## config.mk

```make
export PLATFORM = sky130hd
export DESIGN_NAME = qenc_top
export DESIGN_NICKNAME = d
export VERILOG_FILES = /design/src/include/qenc_pkg.sv /design/src/include/qenc_if.sv /design/src/design/qenc_top.sv /design/src/design/qenc_decode.sv
export SDC_FILE = /design/constraint.sdc
export NUM_CORES = 1
export LEC_CHECK = 0
export ABC_AREA = 1
export ABC_CLOCK_PERIOD_IN_PS = 4300
export BUFFER_PORTS_ARGS = -buffer_cell sky130_fd_sc_hd__buf_2
export CORE_UTILIZATION = 50
export CTS_CLUSTER_DIAMETER = 40
export DETAILED_ROUTE_END_ITERATION = 12
export PLACE_DENSITY = 0.73
export SYNTH_ARGS = -nofsm -noshare
export SYNTH_HDL_FRONTEND = slang
export SYNTH_SLANG_ARGS = --single-unit
```

## constraint.sdc

```tcl
create_clock -name core_clk -period 4.3 [get_ports core_clk]
set_input_delay 0.86 -clock core_clk [delete_from_list [all_inputs] [get_ports core_clk]]
set_output_delay 0.86 -clock core_clk [all_outputs]
set_load 0.01 [all_outputs]
```

## src/include/qenc_pkg.sv

```systemverilog
// Constants shared by the quadrature encoder decoder and its top level.
// Assumes one 20 MHz clock domain and a synchronous, active-high reset.
package qenc_pkg;
   localparam int QENC_EV_W = 4;
   localparam int QENC_EV_INDEX = 0;
   localparam int QENC_EV_TIMER = 1;
   localparam int QENC_EV_DIR = 2;
   localparam int QENC_EV_ERR = 3;
   localparam int QENC_DIV_W = 3;
   localparam int QENC_PRE_W = 7;
   localparam logic [1:0] QENC_FILL_DONE = 2'h3;
   localparam logic QENC_SIG_QUAD = 1'b0;
   localparam logic QENC_WRAP_INDEX = 1'b0;
   localparam logic QENC_WRAP_CEIL = 1'b1;
   localparam logic [QENC_EV_W-1:0] QENC_EV_RST = 4'h0;
endpackage

```

## src/include/qenc_if.sv

```systemverilog
// Decoded encoder events passed from the decoder to the counting core.
// Assumes both ends share core_clk; every signal here comes from a flip-flop.
`timescale 1ns/100ps
interface qenc_if;
   logic step;
   logic fwd;
   logic dir_chg;
   logic phase_err;
   logic index_hit;
   modport dec (output step, output fwd, output dir_chg, output phase_err, output index_hit);
   modport core (input step, input fwd, input dir_chg, input phase_err, input index_hit);
endinterface

```

## src/design/qenc_top.sv

```systemverilog
// Quadrature encoder interface: position integrator, velocity capture and event status.
// Assumes encoder pins and control levels are synchronous-safe inputs on a single 20 MHz core_clk.
//
// Summary of operation
// - Zero on signal_interp_sel picks quadrature decoding, one picks step plus direction.
// - Quadrature mode derives direction from which phase edge comes first.
// - Step/direction mode counts each A edge, direction from B level.
// - Quadrature edge select counts A edges only or both A and B edges.
// - A edges leading B edges increment the position.
// - B edges leading A edges decrement the position.
// - In quadrature mode, two successive edges on one phase flag a direction change.
// - Swap option exchanges the two phases before decoding.
// - Velocity capture runs only while position tracking is enabled.
// - Wrap source zero clears position on each index pulse.
// - Stepping backward from zero loads the position ceiling.
// - Wrap source one bounds position to zero..ceiling and ignores index.
// - Velocity tally uses the same decoded edges as the position counter.
// - Velocity timer counts down, flags expiry at zero and reloads.
// - A power-of-two prescaler divides edges fed to the velocity tally.
// - Edge select gives two counted edges per line cleared, four set.
// - Phase error, direction change, index and timer events are sticky, maskable, clearable.
// - With halt freeze enabled, debug halt stops counters and timer.
// - Index polarity flip inverts the index input.
`timescale 1ns/100ps
module qenc_top
#(
   parameter int POS_W = 32,
   parameter int TMR_W = 32
)
(
   input wire logic core_clk,
   input wire logic reset,
   input wire logic quad_in_a,
   input wire logic quad_in_b,
   input wire logic index_in,
   input wire logic encoder_en,
   input wire logic velocity_en,
   input wire logic signal_interp_sel,
   input wire logic edge_count_sel,
   input wire logic swap_en,
   input wire logic wrap_source_sel,
   input wire logic [qenc_pkg::QENC_DIV_W-1:0] velocity_prescale,
   input wire logic halt_freeze_en,
   input wire logic debug_halt,
   input wire logic index_polarity_flip,
   input wire logic [POS_W-1:0] position_ceiling,
   input wire logic [TMR_W-1:0] period_reload,
   input wire logic [qenc_pkg::QENC_EV_W-1:0] event_mask,
   input wire logic [qenc_pkg::QENC_EV_W-1:0] event_clear,
   output logic [POS_W-1:0] position,
   output logic direction,
   output logic [TMR_W-1:0] timer_value,
   output logic [POS_W-1:0] running_edge_tally,
   output logic [POS_W-1:0] period_edge_total,
   output logic [qenc_pkg::QENC_EV_W-1:0] raw_status,
   output logic [qenc_pkg::QENC_EV_W-1:0] masked_status,
   output logic event_irq
);
   import qenc_pkg::*;

   // Counters wider than the 32-bit host view could not be read whole, so the widths are bounded.
   if (POS_W < 2 || POS_W > 32 || TMR_W < 2 || TMR_W > 32)
   begin : g_width_check
      $error("qenc_top: POS_W and TMR_W must lie in 2..32.");
   end

   typedef struct packed {
      logic [POS_W-1:0] pos;
      logic [POS_W-1:0] tally;
      logic [POS_W-1:0] total;
      logic [TMR_W-1:0] timer;
      logic [QENC_PRE_W-1:0] pre;
      logic [QENC_EV_W-1:0] raw;
   } qenc_top_t;

   qenc_top_t q;
   qenc_top_t d;
   logic run;
   logic vrun;
   logic expire;
   logic tally_inc;
   logic [QENC_EV_W-1:0] events;

   qenc_if u_evt();

   qenc_decode u_decode
   (
      .core_clk(core_clk),
      .reset(reset),
      .quad_in_a(quad_in_a),
      .quad_in_b(quad_in_b),
      .index_in(index_in),
      .signal_interp_sel(signal_interp_sel),
      .edge_count_sel(edge_count_sel),
      .swap_en(swap_en),
      .index_polarity_flip(index_polarity_flip),
      .evt(u_evt)
   );

   // Prescaler terminal count for a divide by two to the power p.
   function automatic logic [QENC_PRE_W-1:0] pre_limit(input logic [QENC_DIV_W-1:0] p);
      logic [QENC_PRE_W:0] one_hot;
      one_hot = (QENC_PRE_W+1)'(1) << p;
      return QENC_PRE_W'(one_hot - (QENC_PRE_W+1)'(1));
   endfunction

   ////////////////////////////////////////////////////////////////////////////////
   always_comb
   begin
      d = q;
      run = encoder_en & ~(halt_freeze_en & debug_halt);
      vrun = run & velocity_en;
      expire = vrun && (q.timer == '0);
      tally_inc = 1'b0;
      if (run && u_evt.step)
      begin
         if (u_evt.fwd)
         begin
            d.pos = (q.pos == position_ceiling) ? '0 : q.pos + POS_W'(1);
         end
         else
         begin
            d.pos = (q.pos == '0) ? position_ceiling : q.pos - POS_W'(1);
         end
      end
      if (run && u_evt.index_hit && wrap_source_sel == QENC_WRAP_INDEX)
      begin
         d.pos = '0;
      end
      if (vrun && u_evt.step)
      begin
         if (q.pre >= pre_limit(velocity_prescale))
         begin
            d.pre = '0;
            tally_inc = 1'b1;
         end
         else
         begin
            d.pre = q.pre + QENC_PRE_W'(1);
         end
      end
      if (vrun)
      begin
         d.tally = q.tally + POS_W'(tally_inc);
      end
      // An edge arriving on the expiry cycle opens the new period rather than being lost.
      if (expire)
      begin
         d.total = q.tally;
         d.tally = POS_W'(tally_inc);
         d.timer = period_reload;
      end
      else if (vrun)
      begin
         d.timer = q.timer - TMR_W'(1);
      end
      events = '0;
      events[QENC_EV_INDEX] = run & u_evt.index_hit;
      events[QENC_EV_TIMER] = expire;
      events[QENC_EV_DIR] = run & u_evt.dir_chg;
      events[QENC_EV_ERR] = run & u_evt.phase_err;
      d.raw = (q.raw & ~event_clear) | events;
   end

   always_ff @(posedge core_clk)
   begin
      if (reset)
      begin
         q <= '0;
         q.raw <= QENC_EV_RST;
      end
      else
      begin
         q <= d;
      end
   end

   assign position = q.pos;
   assign direction = u_evt.fwd;
   assign timer_value = q.timer;
   assign running_edge_tally = q.tally;
   assign period_edge_total = q.total;
   assign raw_status = q.raw;
   assign masked_status = q.raw & event_mask;
   assign event_irq = |(q.raw & event_mask);
endmodule

```

## src/design/qenc_decode.sv

```systemverilog
// Input synchroniser and phase decoder of the quadrature encoder block.
// Assumes encoder pins are slow against core_clk; all outputs are one-cycle pulses or levels from flops.
`timescale 1ns/100ps
module qenc_decode
(
   input wire logic core_clk,
   input wire logic reset,
   input wire logic quad_in_a,
   input wire logic quad_in_b,
   input wire logic index_in,
   input wire logic signal_interp_sel,
   input wire logic edge_count_sel,
   input wire logic swap_en,
   input wire logic index_polarity_flip,
   qenc_if.dec evt
);
   import qenc_pkg::*;

   typedef struct packed {
      logic [1:0] sync_a;
      logic [1:0] sync_b;
      logic [1:0] sync_i;
      logic [1:0] fill;
      logic prev_a;
      logic prev_b;
      logic prev_i;
      logic last_b;
      logic seen;
      logic fwd;
      logic step;
      logic dir_chg;
      logic phase_err;
      logic index_hit;
   } qenc_dec_t;

   qenc_dec_t q;
   qenc_dec_t d;
   logic ph_a;
   logic ph_b;
   logic idx;
   logic edge_a;
   logic edge_b;

   ////////////////////////////////////////////////////////////////////////////////
   always_comb
   begin
      d = q;
      d.step = 1'b0;
      d.dir_chg = 1'b0;
      d.phase_err = 1'b0;
      d.index_hit = 1'b0;
      d.sync_a = {q.sync_a[0], quad_in_a};
      d.sync_b = {q.sync_b[0], quad_in_b};
      d.sync_i = {q.sync_i[0], index_in};
      ph_a = swap_en ? q.sync_b[1] : q.sync_a[1];
      ph_b = swap_en ? q.sync_a[1] : q.sync_b[1];
      idx = q.sync_i[1] ^ index_polarity_flip;
      edge_a = ph_a ^ q.prev_a;
      edge_b = ph_b ^ q.prev_b;
      d.prev_a = ph_a;
      d.prev_b = ph_b;
      d.prev_i = idx;
      // Until the chain has filled, stale flop values would look like edges.
      if (q.fill != QENC_FILL_DONE)
      begin
         d.fill = q.fill + 2'h1;
      end
      else
      begin
         d.index_hit = idx & ~q.prev_i;
         if (signal_interp_sel == QENC_SIG_QUAD)
         begin
            d.phase_err = edge_a & edge_b;
            if (edge_a ^ edge_b)
            begin
               d.step = edge_a | edge_count_sel;
               d.fwd = ph_a ^ q.prev_b;
               // A first edge after reset has no earlier edge to compare with, so it never reports a reversal.
               d.dir_chg = q.seen && (edge_b == q.last_b);
               d.last_b = edge_b;
               d.seen = 1'b1;
            end
         end
         else if (edge_a)
         begin
            d.step = 1'b1;
            d.fwd = ph_b;
            d.dir_chg = q.seen && (ph_b != q.fwd);
            d.seen = 1'b1;
         end
      end
   end

   always_ff @(posedge core_clk)
   begin
      if (reset)
      begin
         q <= '0;
      end
      else
      begin
         q <= d;
      end
   end

   assign evt.step = q.step;
   assign evt.fwd = q.fwd;
   assign evt.dir_chg = q.dir_chg;
   assign evt.phase_err = q.phase_err;
   assign evt.index_hit = q.index_hit;
endmodule

```

Word level (Yosys, flattened, before mapping)
Cells that the tools add are included.

Word-level logic and storage cells: 91. Bits in registers: 157. Input bits: 89. Output and inout bits: 138.

Shift-type cells: 1. Magnitude comparators: 1. $add $sub $neg: 7. Eq/ne operators: 5. Reductions and logical operators: 18. Bitwise operators: 23. Multiplexer cells: 15.

Operator list (number): $mux W32 (5); $logic_not A32 Y1 (2); $sub A32 B1 Y32 const B (2); $mux W33 (1); $add A32 B1 Y32 (1); $add A32 B1 Y32 const B (1); $eq A32 B32 Y1 (1); $mux W4 (3); $and A1 B1 Y1 (8); $and A4 B4 Y4 (2); $add A7 B1 Y7 const B (1); $ge A7 B7 Y1 (1); $logic_and A1 B1 Y1 (7); $mux W7 (1); $shl A1 B3 Y7 const A (1); $sub A7 B1 Y7 const B (1); $reduce_and A3 Y1 (2); $reduce_or A2 Y1 (3); $mux W1 (5); $not A1 Y1 (5); $xor A1 B1 Y1 (5); $not A4 Y4 (1); $or A4 B4 Y4 (1); $reduce_bool A2 Y1 (2); other kinds (8) (8).

Depth between registers and ports, before layout
Depth in word-level cells: 9. Mapped depth: 20. Depth with buffers taken out: 20.

Cells and area by module
From an unflattened synthesis, not the netlist that was laid out.

Cells, all modules: 2000. Area total of the unflattened synthesis: 12009.0 um2.

Modules (own cells, without submodules): qenc_top (seq. area each 2782.7 um2, area an instance 11233.3 um2, cells an instance 1896, instances 1); qenc_decode (seq. area each 360.3 um2, area an instance 775.7 um2, cells an instance 104, instances 1).

Worst setup path after synthesis
No wires, ideal clock.

Path type: input to register. From: input velocity_prescale[1] (netlist name). To: register q (netlist bit running_edge_tally[22]). Required time: 4.189 ns. Stages on the path: 20. Slack: 1.293 ns. Arrival time: 2.896 ns. Library setup time: 0.111 ns. Buffers on the path: 0. Cells stage by stage: nor2_1 -> nand2_1 -> ha_1 -> nand2_1 -> nor2_1 -> nand4_1 -> nand3_1 -> nand2_1 -> inv_1 -> ha_1 -> ha_1 -> nand3_1 -> inv_1 -> nand2_1 -> nor3_2 -> nand2_1 -> nor3_2 -> nand2_1 -> nand2_1 -> nor2_1.

Cells in the longest elaborated chain, start to end: 6.

RTL lines: start: declaration (RTL line qenc_top.sv:42) `input wire logic [qenc_pkg::QENC_DIV_W-1:0] velocity_prescale,`; $shl A1 B3 Y7 (RTL line qenc_top.sv:103) `one_hot = (QENC_PRE_W+1)'(1) << p;`; $sub A7 B1 Y7 (RTL line qenc_top.sv:104) `return QENC_PRE_W'(one_hot - (QENC_PRE_W+1)'(1));`; $ge A7 B7 Y1 (RTL line qenc_top.sv:132) `if (q.pre >= pre_limit(velocity_prescale))`; $mux W1 (RTL line qenc_top.sv:132); $mux W1 (RTL line qenc_top.sv:130) `if (vrun && u_evt.step)`; $add A32 B1 Y32 (RTL line qenc_top.sv:144) `d.tally = q.tally + POS_W'(tally_inc);`; end: declaration (RTL line qenc_top.sv:76) `qenc_top_t q;`.

No other way between the ends. A chain may end at the register's enable or synchronous reset.

Final worst setup path
Ends and elaborated chain as after synthesis.

==> results.py <==
metrics = {
    "critical_path": {
        "cp-startpoint": "velocity_prescale[1]",
        "worstSetupPathType": "in2reg",
        "reg2reg_depth": 19,
        "r2r_start": "q[4]$_SDFFE_PP0P_",
        "crit_arrival_ns": 3.54,
        "worstPathRequired_ns": 4.64,
        "path_max_fanout": 6,
        "start_kind": "primary input",
        "endpoint_kind": "register",
    },
    "timing": {
        "setup_viol": 0,
        "relSlewSlack": 0.398,
        "fin_setup_tns_ns": 0,
        "finalCriticalPeriod_ns": 3.20,
        "finalHoldWorstSlack_ns": 0.402,
        "rsz0062_at_grt": "no",
        "worstMarginPinSlew_ns": 0.902,
        "setup_slack_ns": 1.10,
        "maxSlewViolCount": 0,
        "hold_viol": 0,
        "fin_worst_skew_ns": 0.0205,
        "max_freq_ghz": 0.312,
        "period_share": 0.745,
    },
    "die": {
        "core_area_mm2": 0.0235,
        "io_pins": 227,
        "initial_utilization": 0.512,
        "die_width_um": 157,
        "die_h_um": 157,
        "die_area_mm2": 0.0247,
        "num_rows": 56,
    },
    "yosys": {
        "synthArstFlopShare": 0,
        "synth_cells": 1961,
        "ys_warn_count": 0,
        "synth-edff-count": 0,
        "ys_top_cells_by_area": "dfxtp_1 (26%), nand2_1 (16%), buf_4 (8.4%)",
        "synth_area_mm2": 0.0121,
        "synth.avg_cell_area_um2": 6.15,
        "synth_nets": 2067,
        "ys_types": 42,
        "ys.flop_type": "dfxtp_1",
        "synth_seq_area_share": 0.261,
        "yosysTopAreaCellShare": 0.261,
        "yosys.area.top_type": "dfxtp_1",
        "ys_ff_latch": 157,
    },
    "placed_design": {
        "globalplace.congestion": 0.980,
        "dp_hpwl_um": 26900,
        "dp_cells": 2306,
        "place_ws_ns": 0.690,
        "portBuffers": 226,
    },
    "final_layout": {
        "multi_input_area_mm2": 0.00670,
        "seq_area_mm2": 0.00314,
        "finish.utilization": 0.546,
        "final_cell_mix": "nand2_1 (527), nor2_1 (258), buf_2 (226), inv_1 (199), a21oi_1 (161)",
        "final_common_cell": "nand2_1",
        "layoutNonFillerInstCount": 2339,
        "nFillCells": 2462,
        "drive_above_1_share": 0.163,
        "syn_to_final_growth_pct": 6.58,
        "nets": 2112,
    },
    "status": {
        "status": "finished clean",
    },
    "global_route": {
        "grt_max_degree": 48,
        "grt_pass1_wl_um": 56400,
        "antenna_found_initial": 2,
        "first_global_vias": 10953,
        "gr-usage-met3": 0.0501,
        "grtUsageMet2": 0.466,
        "grtUsageTotal": 0.289,
        "overflow": 0,
        "busiest_layer": "met2",
        "gr-usage-met1": 0.385,
    },
    "route": {
        "routed_wl_um": 35500,
        "drt-initial-drc-count": 902,
        "final_antenna_net_count": 0,
        "vias": 12236,
        "via_per_inst": 5.23,
        "first_pass_iters": 5,
        "drc": 0,
        "wl_per_cell_um": 15.2,
    },
    "clock_tree": {
        "cts_tree": "built",
        "cts_buffer_depth": 2,
        "clkSlewWorstSetupHoldPaths_ns": 0.07,
        "cts_resized": 0,
        "cts_root_buffer": "clkbuf_16",
        "numCtsBuffers": 17,
        "postCtsSetupBuffers": 0,
        "clock-sinks": 157,
        "clk_latency_ns": 0.44,
        "h-tree-depth": 4,
        "holdBufCountCts": 0,
    },
    "power": {
        "irDropWorstVdd_mv": 0.224,
        "p_leak_uw": 0.00631,
        "p_per_area_mw_per_mm2": 332,
    },
    "flow_run": {
        "cap_viol_max_count": 0,
    },
    "min_path": {
        "hold_depth": 2,
        "min_path_type": "reg2reg",
        "hold_start": "u_decode.d[15]$_SDFF_PP0_",
    },
}
==> metrics by stage <==
step,power [µW],cell area (µm²)
2_1_floorplan,2490,12100
3_3_place_gp,2700,12200
3_5_place_dp,2720,12200
4_1_cts,4280,12800
5_1_grt,4500,12800
6_report,4260,12900
==> cells by family after synthesis <==
logic type	share of synthesized area
xor+xnor	0.0625
flops	0.261
simple gates	0.363
compound gates	0.112
buf+inv	0.184
fa+ha+maj	0.0176
==> cell usage after synthesis (3+ instances only) <==
library cell and instances:
nand2_1 528, nor2_1 258, inv_1 199, a21oi_1 161
dfxtp_1 157, buf_4 135, nand3_1 116, o21ai_0 88
xor2_1 57, buf_2 37, nor3_1 29, xnor2_1 29
clkbuf_1 21, nand4_1 19, nor2_2 19, ha_1 17
buf_6 13, nand3b_1 9, nor2_4 9, inv_2 7
nand2_2 7, nand3_2 6, nor3_2 5, nand2_4 4
o21a_1 3, o21ai_1 3
==> sequential cells by signal (all words and copies together), names as in the netlist <==
name                    flops
period_edge_total          32
u_decode.evt.phase_err      1
u_decode.evt.dir_chg        1
timer_value                32
u_decode.q                 10
running_edge_tally         32
q                           7
u_decode.evt.index_hit      1
raw_status                  4
position                   32
u_decode.evt.step           1
u_decode.d                  3
u_decode.evt.fwd            1
==> worst paths after layout <==
kind / endpoint / slack, ns
max: running_edge_tally[22]$_SDFFE_PP0P_ / 1.10
min: u_decode.q[15]$_SDFF_PP0_ / 0.40
max reg2reg: running_edge_tally[22]$_SDFFE_PP0P_ / 1.38
min reg2reg: u_decode.q[15]$_SDFF_PP0_ / 0.40
==> routing by layer <==
layer / routed length (µm) / vias up
li1: - / 6123
met1: 15500 / 5510
met2: 16200 / 539
met3: 2920 / 62
met4: 932 / 2
met5: 15 / -
==> area by class of cell <==
type | instances | share of cell area
Antenna cell | 1 | 0.000195
Clock buffer | 17 | 0.0331
Clock inverter | 15 | 0.0145
Inverter | 208 | 0.0607
Multi-Input combinational cell | 1386 | 0.521
Sequential cell | 157 | 0.245
Tap cell | 319 | 0.0311
Timing Repair Buffer | 236 | 0.0948
==> worst max-delay path, cell delays in order <==
cell     delay (ns)
buf_2          0.12
nor2_1         0.15
nand2_1        0.07
ha_1           0.27
nand2_1        0.05
nor2_1         0.09
nand4_1        0.09
nand3_1        0.09
nand2_1        0.09
inv_1          0.10
ha_1           0.16
ha_1           0.20
nand3_1        0.09
inv_1          0.10
nand2_1        0.11
nor3_2         0.36
nand2_1        0.14
nor3_2         0.18
nand2_1        0.09
nand2_1        0.07
nor2_1         0.04
==> power by group <==
group          leakage (µW)  switching (µW)  internal (µW)
clock network      0.000298             771            794
logic               0.00475             714            391
registers           0.00127            71.5           1520
total               0.00631            1560           2710
(Power assumes the default switching activity.)
